[src/verilog/cc_params.svh]
// Selector codes, field positions, reset values and timing counts for the clock controller
// Assumes a 40 MHz reference clock
`ifndef CC_PARAMS_SVH
`define CC_PARAMS_SVH
`define CC_CLK_MHZ 40
`define CC_STB_TIME_NS 100000
`define CC_STB_CYCLES ((`CC_STB_TIME_NS * `CC_CLK_MHZ) / 1000)
`define CC_STB_TERM 12'(`CC_STB_CYCLES - 1)
`define CC_SEL_HS_XTAL 3'h0
`define CC_SEL_LS_XTAL 3'h1
`define CC_SEL_PLL 3'h2
`define CC_SEL_LS_RC 3'h3
`define CC_SEL_RC48M 3'h4
`define CC_SEL_MED_RC 3'h5
`define CC_SEL_RC12M 3'h7
`define CC_SEL_RESET 3'h7
`define CC_STB_HS_XTAL 0
`define CC_STB_LS_XTAL 1
`define CC_STB_PLL 2
`define CC_STB_LS_RC 3
`define CC_STB_RC12M 4
`define CC_STB_MED_RC 5
`define CC_STB_RC48M 6
`define CC_STB_EXT_LS_XTAL 8
`define CC_STB_INT_32K 9
`endif

[src/verilog/cc_pkg.sv]
// Types shared by the clock controller
// Assumes cc_params.svh for numeric constants
package cc_pkg;
  typedef struct packed {
    logic high_speed_crystal;
    logic low_speed_crystal;
    logic pll;
    logic low_speed_rc_osc;
    logic rc12m_osc;
    logic medium_rc_osc;
    logic rc48m_osc;
  } cc_osc_s;
  typedef enum logic [3:0] {
    CC_SW_IDLE = 4'b0001,
    CC_SW_STOP = 4'b0010,
    CC_SW_SWAP = 4'b0100,
    CC_SW_RUN = 4'b1000
  } cc_sw_e;
endpackage

[src/verilog/cc_clock_ctrl.sv]
// Clock controller: source enables, stable flags, system clock switch, fail detectors,
// power-down gating, clock output divider and shared-register read gating.
// Assumes control bits come from registers on ref_clk_i; alive pins are asynchronous.
// What this block does
// RULE_01: Power-down entered on enable bit plus wait-for-interrupt, left on wake-up.
// RULE_02: Power-down stops high-speed crystal, 48 MHz, 12 MHz and medium oscillators.
// RULE_03: Software keeps old and new sources stable before any switch.
// RULE_04: Enabled source starts a stability counter; flag sets at terminal count.
// RULE_05: A source serves as a clock only while its stable flag is 1; the code checks the flag only when switching, not after reset or wake-up.
// RULE_06: Flags clear on disable; five flags also clear on power-down, recount after.
// RULE_07: Low-speed crystal flag follows either crystal enable or internal 32k enable.
// RULE_08: Stable flags sit at status bits 0..6, 8 and 9.
// RULE_09: System clock picked from seven sources by a 3-bit selector.
// RULE_10: Fail detectors force on the 12 MHz and low-speed RC oscillators.
// RULE_11: High-speed crystal stop switches system clock to 12 MHz RC.
// RULE_12: High-speed crystal stop sets fail flag 0, interrupt when enabled.
// RULE_13: Crystal stop clears its stable flag; software re-enables to recover.
// RULE_14: Low-speed crystal stop switches system clock to low-speed RC.
// RULE_15: Low-speed crystal stop sets fail flag 1, interrupt when enabled.
// RULE_16: Tick clock is CPU clock or one of five external tick sources.
// RULE_17: Power-down keeps low-speed sources, and medium RC when a timer needs it.
// RULE_18: Clock output uses 16 divide-by-2 stages, output is input over 2^(N+1).
// RULE_19: Enable starts the chain; disable runs until low, then holds low.
// RULE_20: Divide-by-one bit sends the source straight to the output pin.
// RULE_21: No clock on the output pin during power-down.
// RULE_22: With sharing on, non-secure reads allowed, non-secure writes refused.
// RULE_23: Fallback switching never produces a truncated system clock cycle.
`timescale 1ns/1ps
`default_nettype none
`include "cc_params.svh"
module cc_clock_ctrl import cc_pkg::*; (
  input wire logic ref_clk_i,
  input wire logic reset_n_i,
  input wire logic powerdown_enable_i,
  input wire logic wfi_i,
  input wire logic wakeup_i,
  input wire logic hs_crystal_enable_i,
  input wire logic ls_crystal_enable_i,
  input wire logic internal_32k_enable_i,
  input wire logic ls_rc_enable_i,
  input wire logic rc12m_enable_i,
  input wire logic medium_rc_enable_i,
  input wire logic rc48m_enable_i,
  input wire logic pll_power_down_i,
  input wire logic pll_src_rc12m_i,
  input wire logic medium_rc_keep_i,
  input wire logic hs_alive_i,
  input wire logic ls_alive_i,
  input wire logic hs_detect_enable_i,
  input wire logic ls_detect_enable_i,
  input wire logic hs_crystal_fail_irq_enable_i,
  input wire logic ls_crystal_fail_irq_enable_i,
  input wire logic hs_fail_clear_i,
  input wire logic ls_fail_clear_i,
  input wire logic [2:0] system_clock_select_i,
  input wire logic [2:0] tick_clock_select_i,
  input wire logic tick_external_i,
  input wire logic [3:0] output_divider_select_i,
  input wire logic clock_output_enable_i,
  input wire logic divide_by_one_enable_i,
  input wire logic clock_share_enable_i,
  input wire logic ns_read_i,
  input wire logic ns_write_i,
  output cc_osc_s osc_run_o,
  output logic [9:0] stable_o,
  output logic [2:0] sys_clk_sel_o,
  output logic sys_clk_gate_o,
  output logic [2:0] tick_clk_sel_o,
  output logic tick_external_o,
  output logic hs_crystal_fail_flag_o,
  output logic ls_crystal_fail_flag_o,
  output logic hs_fail_irq_o,
  output logic ls_fail_irq_o,
  output logic powerdown_o,
  output logic clock_output_pin_o,
  output logic ns_read_grant_o,
  output logic ns_write_error_o
);
  logic pd_ff, hs_s1_ff, hs_s2_ff, ls_s1_ff, ls_s2_ff;
  logic [9:0] stb_ff;
  logic [11:0] cnt_ff [10];
  logic [9:0] src_en, src_clr;
  logic hs_dead_ff, ls_dead_ff, hs_flag_ff, ls_flag_ff, hs_fail_evt, ls_fail_evt;
  logic hs_fb_ff, ls_fb_ff;
  logic [2:0] sel_ff, sel_in_ff, target;
  cc_sw_e sw_ff;
  logic [2:0] tick_sel_ff;
  logic tick_ext_ff;
  logic [15:0] div_ff;
  logic div_run_ff, div_out_ff, div1_ff;
  logic nsr_ff, nsw_ff;

  function automatic logic src_stable(input logic [2:0] s, input logic [9:0] f);
    case (s)
      `CC_SEL_HS_XTAL: src_stable = f[`CC_STB_HS_XTAL];
      `CC_SEL_LS_XTAL: src_stable = f[`CC_STB_LS_XTAL];
      `CC_SEL_PLL: src_stable = f[`CC_STB_PLL];
      `CC_SEL_LS_RC: src_stable = f[`CC_STB_LS_RC];
      `CC_SEL_RC48M: src_stable = f[`CC_STB_RC48M];
      `CC_SEL_MED_RC: src_stable = f[`CC_STB_MED_RC];
      default: src_stable = f[`CC_STB_RC12M];
    endcase
  endfunction

  // RULE_01 power-down entry and exit
  always_ff @(posedge ref_clk_i or negedge reset_n_i) begin
    if (!reset_n_i) begin
      pd_ff <= 1'b0;
    end else if (pd_ff && wakeup_i) begin
      pd_ff <= 1'b0;
    end else if (powerdown_enable_i && wfi_i) begin
      pd_ff <= 1'b1;
    end
  end
  assign powerdown_o = pd_ff;

  // Crystal alive synchronisers
  always_ff @(posedge ref_clk_i or negedge reset_n_i) begin
    if (!reset_n_i) begin
      hs_s1_ff <= 1'b0;
      hs_s2_ff <= 1'b0;
      ls_s1_ff <= 1'b0;
      ls_s2_ff <= 1'b0;
    end else begin
      hs_s1_ff <= hs_alive_i;
      hs_s2_ff <= hs_s1_ff;
      ls_s1_ff <= ls_alive_i;
      ls_s2_ff <= ls_s1_ff;
    end
  end

  // RULE_02 RULE_10 RULE_17 effective oscillator enables
  always_comb begin
    osc_run_o.high_speed_crystal = hs_crystal_enable_i && !pd_ff;
    osc_run_o.low_speed_crystal = ls_crystal_enable_i || internal_32k_enable_i;
    osc_run_o.pll = !pll_power_down_i && !pd_ff;
    osc_run_o.low_speed_rc_osc = ls_rc_enable_i || ls_detect_enable_i;
    osc_run_o.rc12m_osc = (rc12m_enable_i || hs_detect_enable_i) && !pd_ff;
    osc_run_o.medium_rc_osc = medium_rc_enable_i && (!pd_ff || medium_rc_keep_i);
    osc_run_o.rc48m_osc = rc48m_enable_i && !pd_ff;
  end

  // RULE_07 RULE_08 source enable per status bit
  always_comb begin
    src_en = {internal_32k_enable_i, ls_crystal_enable_i, 1'b0,
              osc_run_o.rc48m_osc, osc_run_o.medium_rc_osc, osc_run_o.rc12m_osc,
              osc_run_o.low_speed_rc_osc, osc_run_o.pll, osc_run_o.low_speed_crystal,
              osc_run_o.high_speed_crystal};
    src_clr = 10'h000;
    src_clr[`CC_STB_HS_XTAL] = hs_dead_ff;
    src_clr[`CC_STB_LS_XTAL] = ls_dead_ff;
    src_clr[`CC_STB_EXT_LS_XTAL] = ls_dead_ff;
  end

  // RULE_04 RULE_06 stability counters and flags
  always_ff @(posedge ref_clk_i or negedge reset_n_i) begin
    if (!reset_n_i) begin
      stb_ff <= 10'h000;
      for (int k = 0; k < 10; k++) begin
        cnt_ff[k] <= 12'h000;
      end
    end else begin
      for (int k = 0; k < 10; k++) begin
        if (!src_en[k] || src_clr[k]) begin
          cnt_ff[k] <= 12'h000;
          stb_ff[k] <= 1'b0;
        end else if (cnt_ff[k] == `CC_STB_TERM) begin
          stb_ff[k] <= 1'b1;
        end else begin
          cnt_ff[k] <= cnt_ff[k] + 12'h001;
        end
      end
    end
  end
  assign stable_o = stb_ff;

  a_stb_count: assert property (@(posedge ref_clk_i) disable iff (!reset_n_i) // RULE_04
    src_en[4] && !stb_ff[4] && cnt_ff[4] == `CC_STB_TERM |=> stb_ff[4])
    else $error("stable flag not set at terminal count");
  a_stb_pd_clear: assert property (@(posedge ref_clk_i) disable iff (!reset_n_i) // RULE_06
    pd_ff |=> !stb_ff[0] && !stb_ff[2] && !stb_ff[4] && !stb_ff[6])
    else $error("stable flag survives power-down");
  a_pd_osc_off: assert property (@(posedge ref_clk_i) disable iff (!reset_n_i) // RULE_02
    pd_ff |-> !osc_run_o.high_speed_crystal && !osc_run_o.rc12m_osc
              && !osc_run_o.rc48m_osc)
    else $error("oscillator left running in power-down");

  // RULE_11 RULE_12 RULE_13 RULE_14 RULE_15 fail detectors
  assign hs_fail_evt = hs_detect_enable_i && stb_ff[`CC_STB_HS_XTAL] && !hs_s2_ff;
  assign ls_fail_evt = ls_detect_enable_i && stb_ff[`CC_STB_LS_XTAL] && !ls_s2_ff;
  always_ff @(posedge ref_clk_i or negedge reset_n_i) begin
    if (!reset_n_i) begin
      hs_dead_ff <= 1'b0;
      ls_dead_ff <= 1'b0;
    end else begin
      hs_dead_ff <= hs_crystal_enable_i && (hs_dead_ff || hs_fail_evt);
      ls_dead_ff <= osc_run_o.low_speed_crystal && (ls_dead_ff || ls_fail_evt);
    end
  end
  always_ff @(posedge ref_clk_i or negedge reset_n_i) begin
    if (!reset_n_i) begin
      hs_flag_ff <= 1'b0;
      ls_flag_ff <= 1'b0;
    end else begin
      hs_flag_ff <= hs_fail_evt || (hs_flag_ff && !hs_fail_clear_i);
      ls_flag_ff <= ls_fail_evt || (ls_flag_ff && !ls_fail_clear_i);
    end
  end
  assign hs_crystal_fail_flag_o = hs_flag_ff;
  assign ls_crystal_fail_flag_o = ls_flag_ff;
  assign hs_fail_irq_o = hs_flag_ff && hs_crystal_fail_irq_enable_i;
  assign ls_fail_irq_o = ls_flag_ff && ls_crystal_fail_irq_enable_i;

  a_hs_fail_flag: assert property (@(posedge ref_clk_i) disable iff (!reset_n_i) // RULE_12
    hs_fail_evt |=> hs_crystal_fail_flag_o ##1 !stb_ff[`CC_STB_HS_XTAL])
    else $error("high-speed fail flag or stable clear missing");
  a_ls_fail_irq: assert property (@(posedge ref_clk_i) disable iff (!reset_n_i) // RULE_15
    ls_fail_evt |=> ls_crystal_fail_flag_o && ls_fail_irq_o == ls_crystal_fail_irq_enable_i)
    else $error("low-speed fail interrupt missing");

  // Fallback request held until software writes a new selection
  always_ff @(posedge ref_clk_i or negedge reset_n_i) begin
    if (!reset_n_i) begin
      sel_in_ff <= `CC_SEL_RESET;
      hs_fb_ff <= 1'b0;
      ls_fb_ff <= 1'b0;
    end else begin
      sel_in_ff <= system_clock_select_i;
      hs_fb_ff <= (hs_fail_evt && (sel_ff == `CC_SEL_HS_XTAL
                   || (sel_ff == `CC_SEL_PLL && !pll_src_rc12m_i)))
                  || (hs_fb_ff && sel_in_ff == system_clock_select_i);
      ls_fb_ff <= (ls_fail_evt && sel_ff == `CC_SEL_LS_XTAL)
                  || (ls_fb_ff && sel_in_ff == system_clock_select_i);
    end
  end
  always_comb begin
    if (hs_fb_ff) begin
      target = `CC_SEL_RC12M;
    end else if (ls_fb_ff) begin
      target = `CC_SEL_LS_RC;
    end else begin
      target = system_clock_select_i;
    end
  end

  // RULE_05 RULE_09 RULE_23 gate-stop-swap-restart clock switch
  always_ff @(posedge ref_clk_i or negedge reset_n_i) begin
    if (!reset_n_i) begin
      sw_ff <= CC_SW_IDLE;
      sel_ff <= `CC_SEL_RESET;
    end else begin
      case (sw_ff)
        CC_SW_IDLE: begin
          if (target != sel_ff && src_stable(target, stb_ff)) begin
            sw_ff <= CC_SW_STOP;
          end
        end
        CC_SW_STOP: begin
          sw_ff <= CC_SW_SWAP;
        end
        CC_SW_SWAP: begin
          sel_ff <= target;
          sw_ff <= CC_SW_RUN;
        end
        CC_SW_RUN: begin
          sw_ff <= CC_SW_IDLE;
        end
        default: begin
          sw_ff <= CC_SW_IDLE;
        end
      endcase
    end
  end
  assign sys_clk_sel_o = sel_ff;
  assign sys_clk_gate_o = (sw_ff == CC_SW_IDLE) && !pd_ff;

  a_sel_gated: assert property (@(posedge ref_clk_i) disable iff (!reset_n_i) // RULE_23
    $changed(sel_ff) |-> !sys_clk_gate_o && $past(sw_ff == CC_SW_SWAP))
    else $error("selector changed while clock ungated");
  a_sel_stable: assert property (@(posedge ref_clk_i) disable iff (!reset_n_i) // RULE_05
    sw_ff == CC_SW_IDLE && target != sel_ff && !src_stable(target, stb_ff)
    |=> sw_ff == CC_SW_IDLE)
    else $error("switched to an unstable source");
  a_hs_fallback: assert property (@(posedge ref_clk_i) disable iff (!reset_n_i) // RULE_11
    hs_fail_evt && sel_ff == `CC_SEL_HS_XTAL && sw_ff == CC_SW_IDLE && stb_ff[`CC_STB_RC12M]
    && !pd_ff |-> ##[4:5] sel_ff == `CC_SEL_RC12M)
    else $error("no fallback to 12 MHz RC");

  // RULE_16 tick clock selection
  always_ff @(posedge ref_clk_i or negedge reset_n_i) begin
    if (!reset_n_i) begin
      tick_sel_ff <= 3'h0;
      tick_ext_ff <= 1'b0;
    end else begin
      tick_sel_ff <= tick_clock_select_i;
      tick_ext_ff <= tick_external_i;
    end
  end
  assign tick_clk_sel_o = tick_sel_ff;
  assign tick_external_o = tick_ext_ff;

  // RULE_18 RULE_19 RULE_21 divider chain
  always_ff @(posedge ref_clk_i or negedge reset_n_i) begin
    if (!reset_n_i) begin
      div_ff <= 16'h0000;
      div_run_ff <= 1'b0;
      div_out_ff <= 1'b0;
      div1_ff <= 1'b0;
    end else begin
      div1_ff <= divide_by_one_enable_i && clock_output_enable_i && !pd_ff;
      if (clock_output_enable_i) begin
        div_run_ff <= 1'b1;
      end else if (!div_ff[output_divider_select_i]) begin
        div_run_ff <= 1'b0;
      end
      if (div_run_ff && (clock_output_enable_i || div_ff[output_divider_select_i])) begin
        div_ff <= div_ff + 16'h0001;
        div_out_ff <= div_ff[output_divider_select_i] && !pd_ff;
      end else begin
        div_ff <= 16'h0000;
        div_out_ff <= 1'b0;
      end
    end
  end
  // RULE_20 divider bypass
  assign clock_output_pin_o = div1_ff ? ref_clk_i : div_out_ff;

  a_clock_output_pin_pd: assert property (@(posedge ref_clk_i) disable iff (!reset_n_i) // RULE_21
    pd_ff && $past(pd_ff) |-> !div_out_ff && !div1_ff)
    else $error("clock output active in power-down");
  a_clock_output_pin_stop: assert property (@(posedge ref_clk_i) disable iff (!reset_n_i) // RULE_19
    !clock_output_enable_i && !div_ff[output_divider_select_i] |=> !div_run_ff && !div_out_ff)
    else $error("divided clock not held low");

  // RULE_22 non-secure shared read gating
  always_ff @(posedge ref_clk_i or negedge reset_n_i) begin
    if (!reset_n_i) begin
      nsr_ff <= 1'b0;
      nsw_ff <= 1'b0;
    end else begin
      nsr_ff <= ns_read_i && clock_share_enable_i;
      nsw_ff <= ns_write_i;
    end
  end
  assign ns_read_grant_o = nsr_ff;
  assign ns_write_error_o = nsw_ff;

  a_ns_read: assert property (@(posedge ref_clk_i) disable iff (!reset_n_i) // RULE_22
    ns_read_i && !clock_share_enable_i |=> !ns_read_grant_o)
    else $error("non-secure read granted without sharing");
  a_pd_entry: assert property (@(posedge ref_clk_i) disable iff (!reset_n_i) // RULE_01
    !pd_ff && !(powerdown_enable_i && wfi_i) |=> !pd_ff)
    else $error("power-down without enable and wait");
endmodule // cc_clock_ctrl
`default_nettype wire

[config.mk]
export PLATFORM = sky130hd
export DESIGN_NAME = cc_clock_ctrl
export DESIGN_NICKNAME = d
export VERILOG_FILES = /design/src/verilog/cc_pkg.sv /design/src/verilog/cc_clock_ctrl.sv
export VERILOG_INCLUDE_DIRS = /design/src /design/src/verilog
export SDC_FILE = /design/constraint.sdc
export NUM_CORES = 1
export LEC_CHECK = 0
export BUFFER_PORTS_ARGS = -buffer_cell sky130_fd_sc_hd__buf_2
export CAP_MARGIN = 15
export CORE_AREA = 2 2 152 117
export DETAILED_ROUTE_END_ITERATION = 12
export DIE_AREA = 0 0 154 119
export PLACE_DENSITY = 0.77
export SETUP_SLACK_MARGIN = 0.1
export SYNTH_ARGS = -nofsm -noshare
export SYNTH_HDL_FRONTEND = slang
export SYNTH_SLANG_ARGS = --single-unit
[constraint.sdc]
create_clock -name ref_clk_i -period 1.8 [get_ports ref_clk_i]
set_input_delay 0.27 -clock ref_clk_i [delete_from_list [all_inputs] [get_ports ref_clk_i]]
set_output_delay 0.27 -clock ref_clk_i [all_outputs]
set_load 0.05 [all_outputs]
==> results_dict.tcl <==
set metrics [dict create \
    place_hpwl_um 11700 \
    yosys_warnings 0 \
    worstPathArrival_ns 1.63 \
    die_height_um 119 \
    clkLatencyLatePin_ns 0.55 \
    nets 999 \
    irDropWorstVdd_uv 614 \
    drt-wirelength-per-cell_um 15.9 \
    finalHoldViolations 0 \
    via_per_inst 5.59 \
    seq_area_frac_synth 0.513 \
    synth_area_sq_um 7970 \
    syn-num-nets 840 \
    ios 72 \
    placed_cells 1091 \
    syn2layout_area_growth_pct 29.5 \
    worstMarginPinSlew_ns 0.690 \
    cts.reportedPaths.clkPinSlew_ns 0.07 \
    fp.dieW_um 154 \
    timing.fmax_mhz 526 \
    violations "setup timing" \
    synth.avg_cell_area_sq_um 10.1 \
    antenna_cells 0 \
    synthFlopType "dfrtp_1" \
    postLayoutCellArea_sq_um 10300 \
    routed_wl_um 18800 \
    synth_cells 791 \
    grt_max_degree 44 \
    dpl_cell_area_sq_um 8800 \
    setup_ws_ns -0.103 \
    hold_class "primary input to flip-flop" \
    power.leakage_nw 4.44 \
    synth_area_leaders "dfrtp_1, nor2_1, xor2_1, xnor2_1, nand2_1" \
    worstSetupPathType "flip-flop to output port" \
    fin_crit_ns 1.90 \
    port_buffers 70 \
    synth_top_area_share 0.490 \
    ff2ff_setup_slack_ns 0.12 \
    yosys_register_bits 163 \
    antenna_found_initial 0 \
    cts_tree "done" \
    outcome "finished with violations" \
    stdcell_count 1183 \
    synth_top_area_cell "dfrtp_1" \
    synthArstFlopShare 1.00 \
    yosys-top-cells-count "dfrtp_1, nor2_1, nand2_1, xor2_1, xnor2_1" \
    place.gp.congestion 0.889 \
    max-slew-margin-rel 0.539 \
    fillers 1303 \
    power_density_nw_per_um2 886 \
    grt_pass1_wl_um 30500 \
    drive_gt1_frac 0.264 \
    setup_viol 2 \
    drc 0 \
    fin_skew_ns 0.00971 \
    first_global_vias 6300 \
    grt_setup_unrepaired "true" \
    core_sq_um 17100 \
    synthMostInstantiatedCell "dfrtp_1" \
    ys_types 68 \
    slew_viol_final 0 \
    cp.required_ns 1.53 \
    max-cap-violations 0 \
    crit_fanout 2 \
    vias 6615 \
    fin_crit_sh 1.06 \
    grt.overflow.total 0 \
    end_kind "output port" \
    grt_usage 0.207 \
    drtAntennaViolNets 0 \
    synth_edf_count 0 \
    critPathLaunchType "flip-flop" \
    start_util 0.467 \
    drtIter0Drc 424 \
    die_area_sq_um 18300 \
    dr.pass1.iters 5 \
    row_count 42 \
]
timing repair:
action,4_1_cts,5_1_grt
setup buffers,9,27
gates cloned,1,0
resized for setup,40,52
hold endpoints to repair,56,0
pin swaps,4,10
hold buffers,21,0
setup endpoints to repair,18,51
final timing paths:
path,cells past startpoint,start,endpoint
worst min register to register,0,hs_s1_ff,hs_s2_ff
worst min-delay path,3,ls_detect_enable_i,ls_crystal_fail_flag_o
max in group asynchronous,3,reset_n_i,cnt_ff[55]
worst max-delay path,3,sw_ff[0],sys_clk_gate_o
min in group asynchronous,2,reset_n_i,ns_write_error_o
worst max register to register,4,div_ff[5],div_ff[11]
power by group:
part           total, W  leakage [nW]  internal (W)  switching [W]
Combinational   0.00103          1.90      0.000454       0.000576
Clock           0.00415         0.345       0.00248        0.00167
Sequential      0.00397          2.19       0.00381       0.000155
worst max-delay path, stage by stage (launching register included):
cell and delay [ns]:
dfstp_2 0.53, nor4b_4 0.22, and2_4 0.20, buf_8 0.14
cell families after synthesis:
family	after synthesis	synth area share
compound gates	122	0.0987
other cells	1	0.000470
xor+xnor	77	0.0846
fa+ha+maj	10	0.0157
buf+inv	51	0.0259
mux	16	0.0250
flops	163	0.513
simple gates	351	0.237
flip-flops by register name (all words and copies together) (netlist names), 3 cells and up:
name / count
cnt_ff: 108
div_ff: 16
tick_clk_sel_o: 3
sw_ff: 4
stable_o: 9
sel_in_ff: 3
sys_clk_sel_o: 3
area by class of cell:
| type | count | area [sq um] | share of cell area |
|---|---|---|---|
| Clock buffer | 21 | 504 | 0.0488 |
| Clock inverter | 14 | 188 | 0.0182 |
| Inverter | 27 | 108 | 0.0104 |
| Multi-Input combinational cell | 578 | 3930 | 0.380 |
| Sequential cell | 163 | 4100 | 0.397 |
| Tap cell | 220 | 275 | 0.0267 |
| Timing Repair Buffer | 160 | 1230 | 0.119 |
cells in the final DEF (no fill, tap or decap), types with 12 or more instances in the layout:
master	n
a21oi_1	25
a31oi_1	26
and3_1	14
buf_2	58
buf_4	64
clkbuf_16	19
dfrtp_1	149
dlygate4sd3_1	21
inv_1	22
mux2i_1	12
nand2_1	48
nand3_1	28
nand4_1	23
nor2_1	115
nor3_1	20
nor4_1	13
o21ai_0	20
or3_1	12
xnor2_1	38
xor2_1	39
through the flow:
stage                     hold WS (ns)  setup slack, ns  setup TNS [ns]  total power [W]   util
after global routing            0.0196           -0.158          -0.333          0.00951  0.605
after detailed placement         0.238           0.0818               0          0.00482  0.515
after CTS                     0.000317           -0.101          -0.139          0.00906  0.581
final                           0.0111           -0.103          -0.170          0.00915  0.605
after global placement           0.235            0.126               0          0.00479  0.515
after floorplan                -0.0256           0.0406               0          0.00450      -
layer usage:
metal | vias up | GRT usage | routed length [um]
met4 | 0 | 0.0672 | 264
met5 | - | 0 | 0
met2 | 167 | 0.322 | 9050
met3 | 25 | 0.0571 | 1030
li1 | 3157 | - | -
met1 | 3266 | 0.283 | 8450
Power figures use the tool's default switching activity.
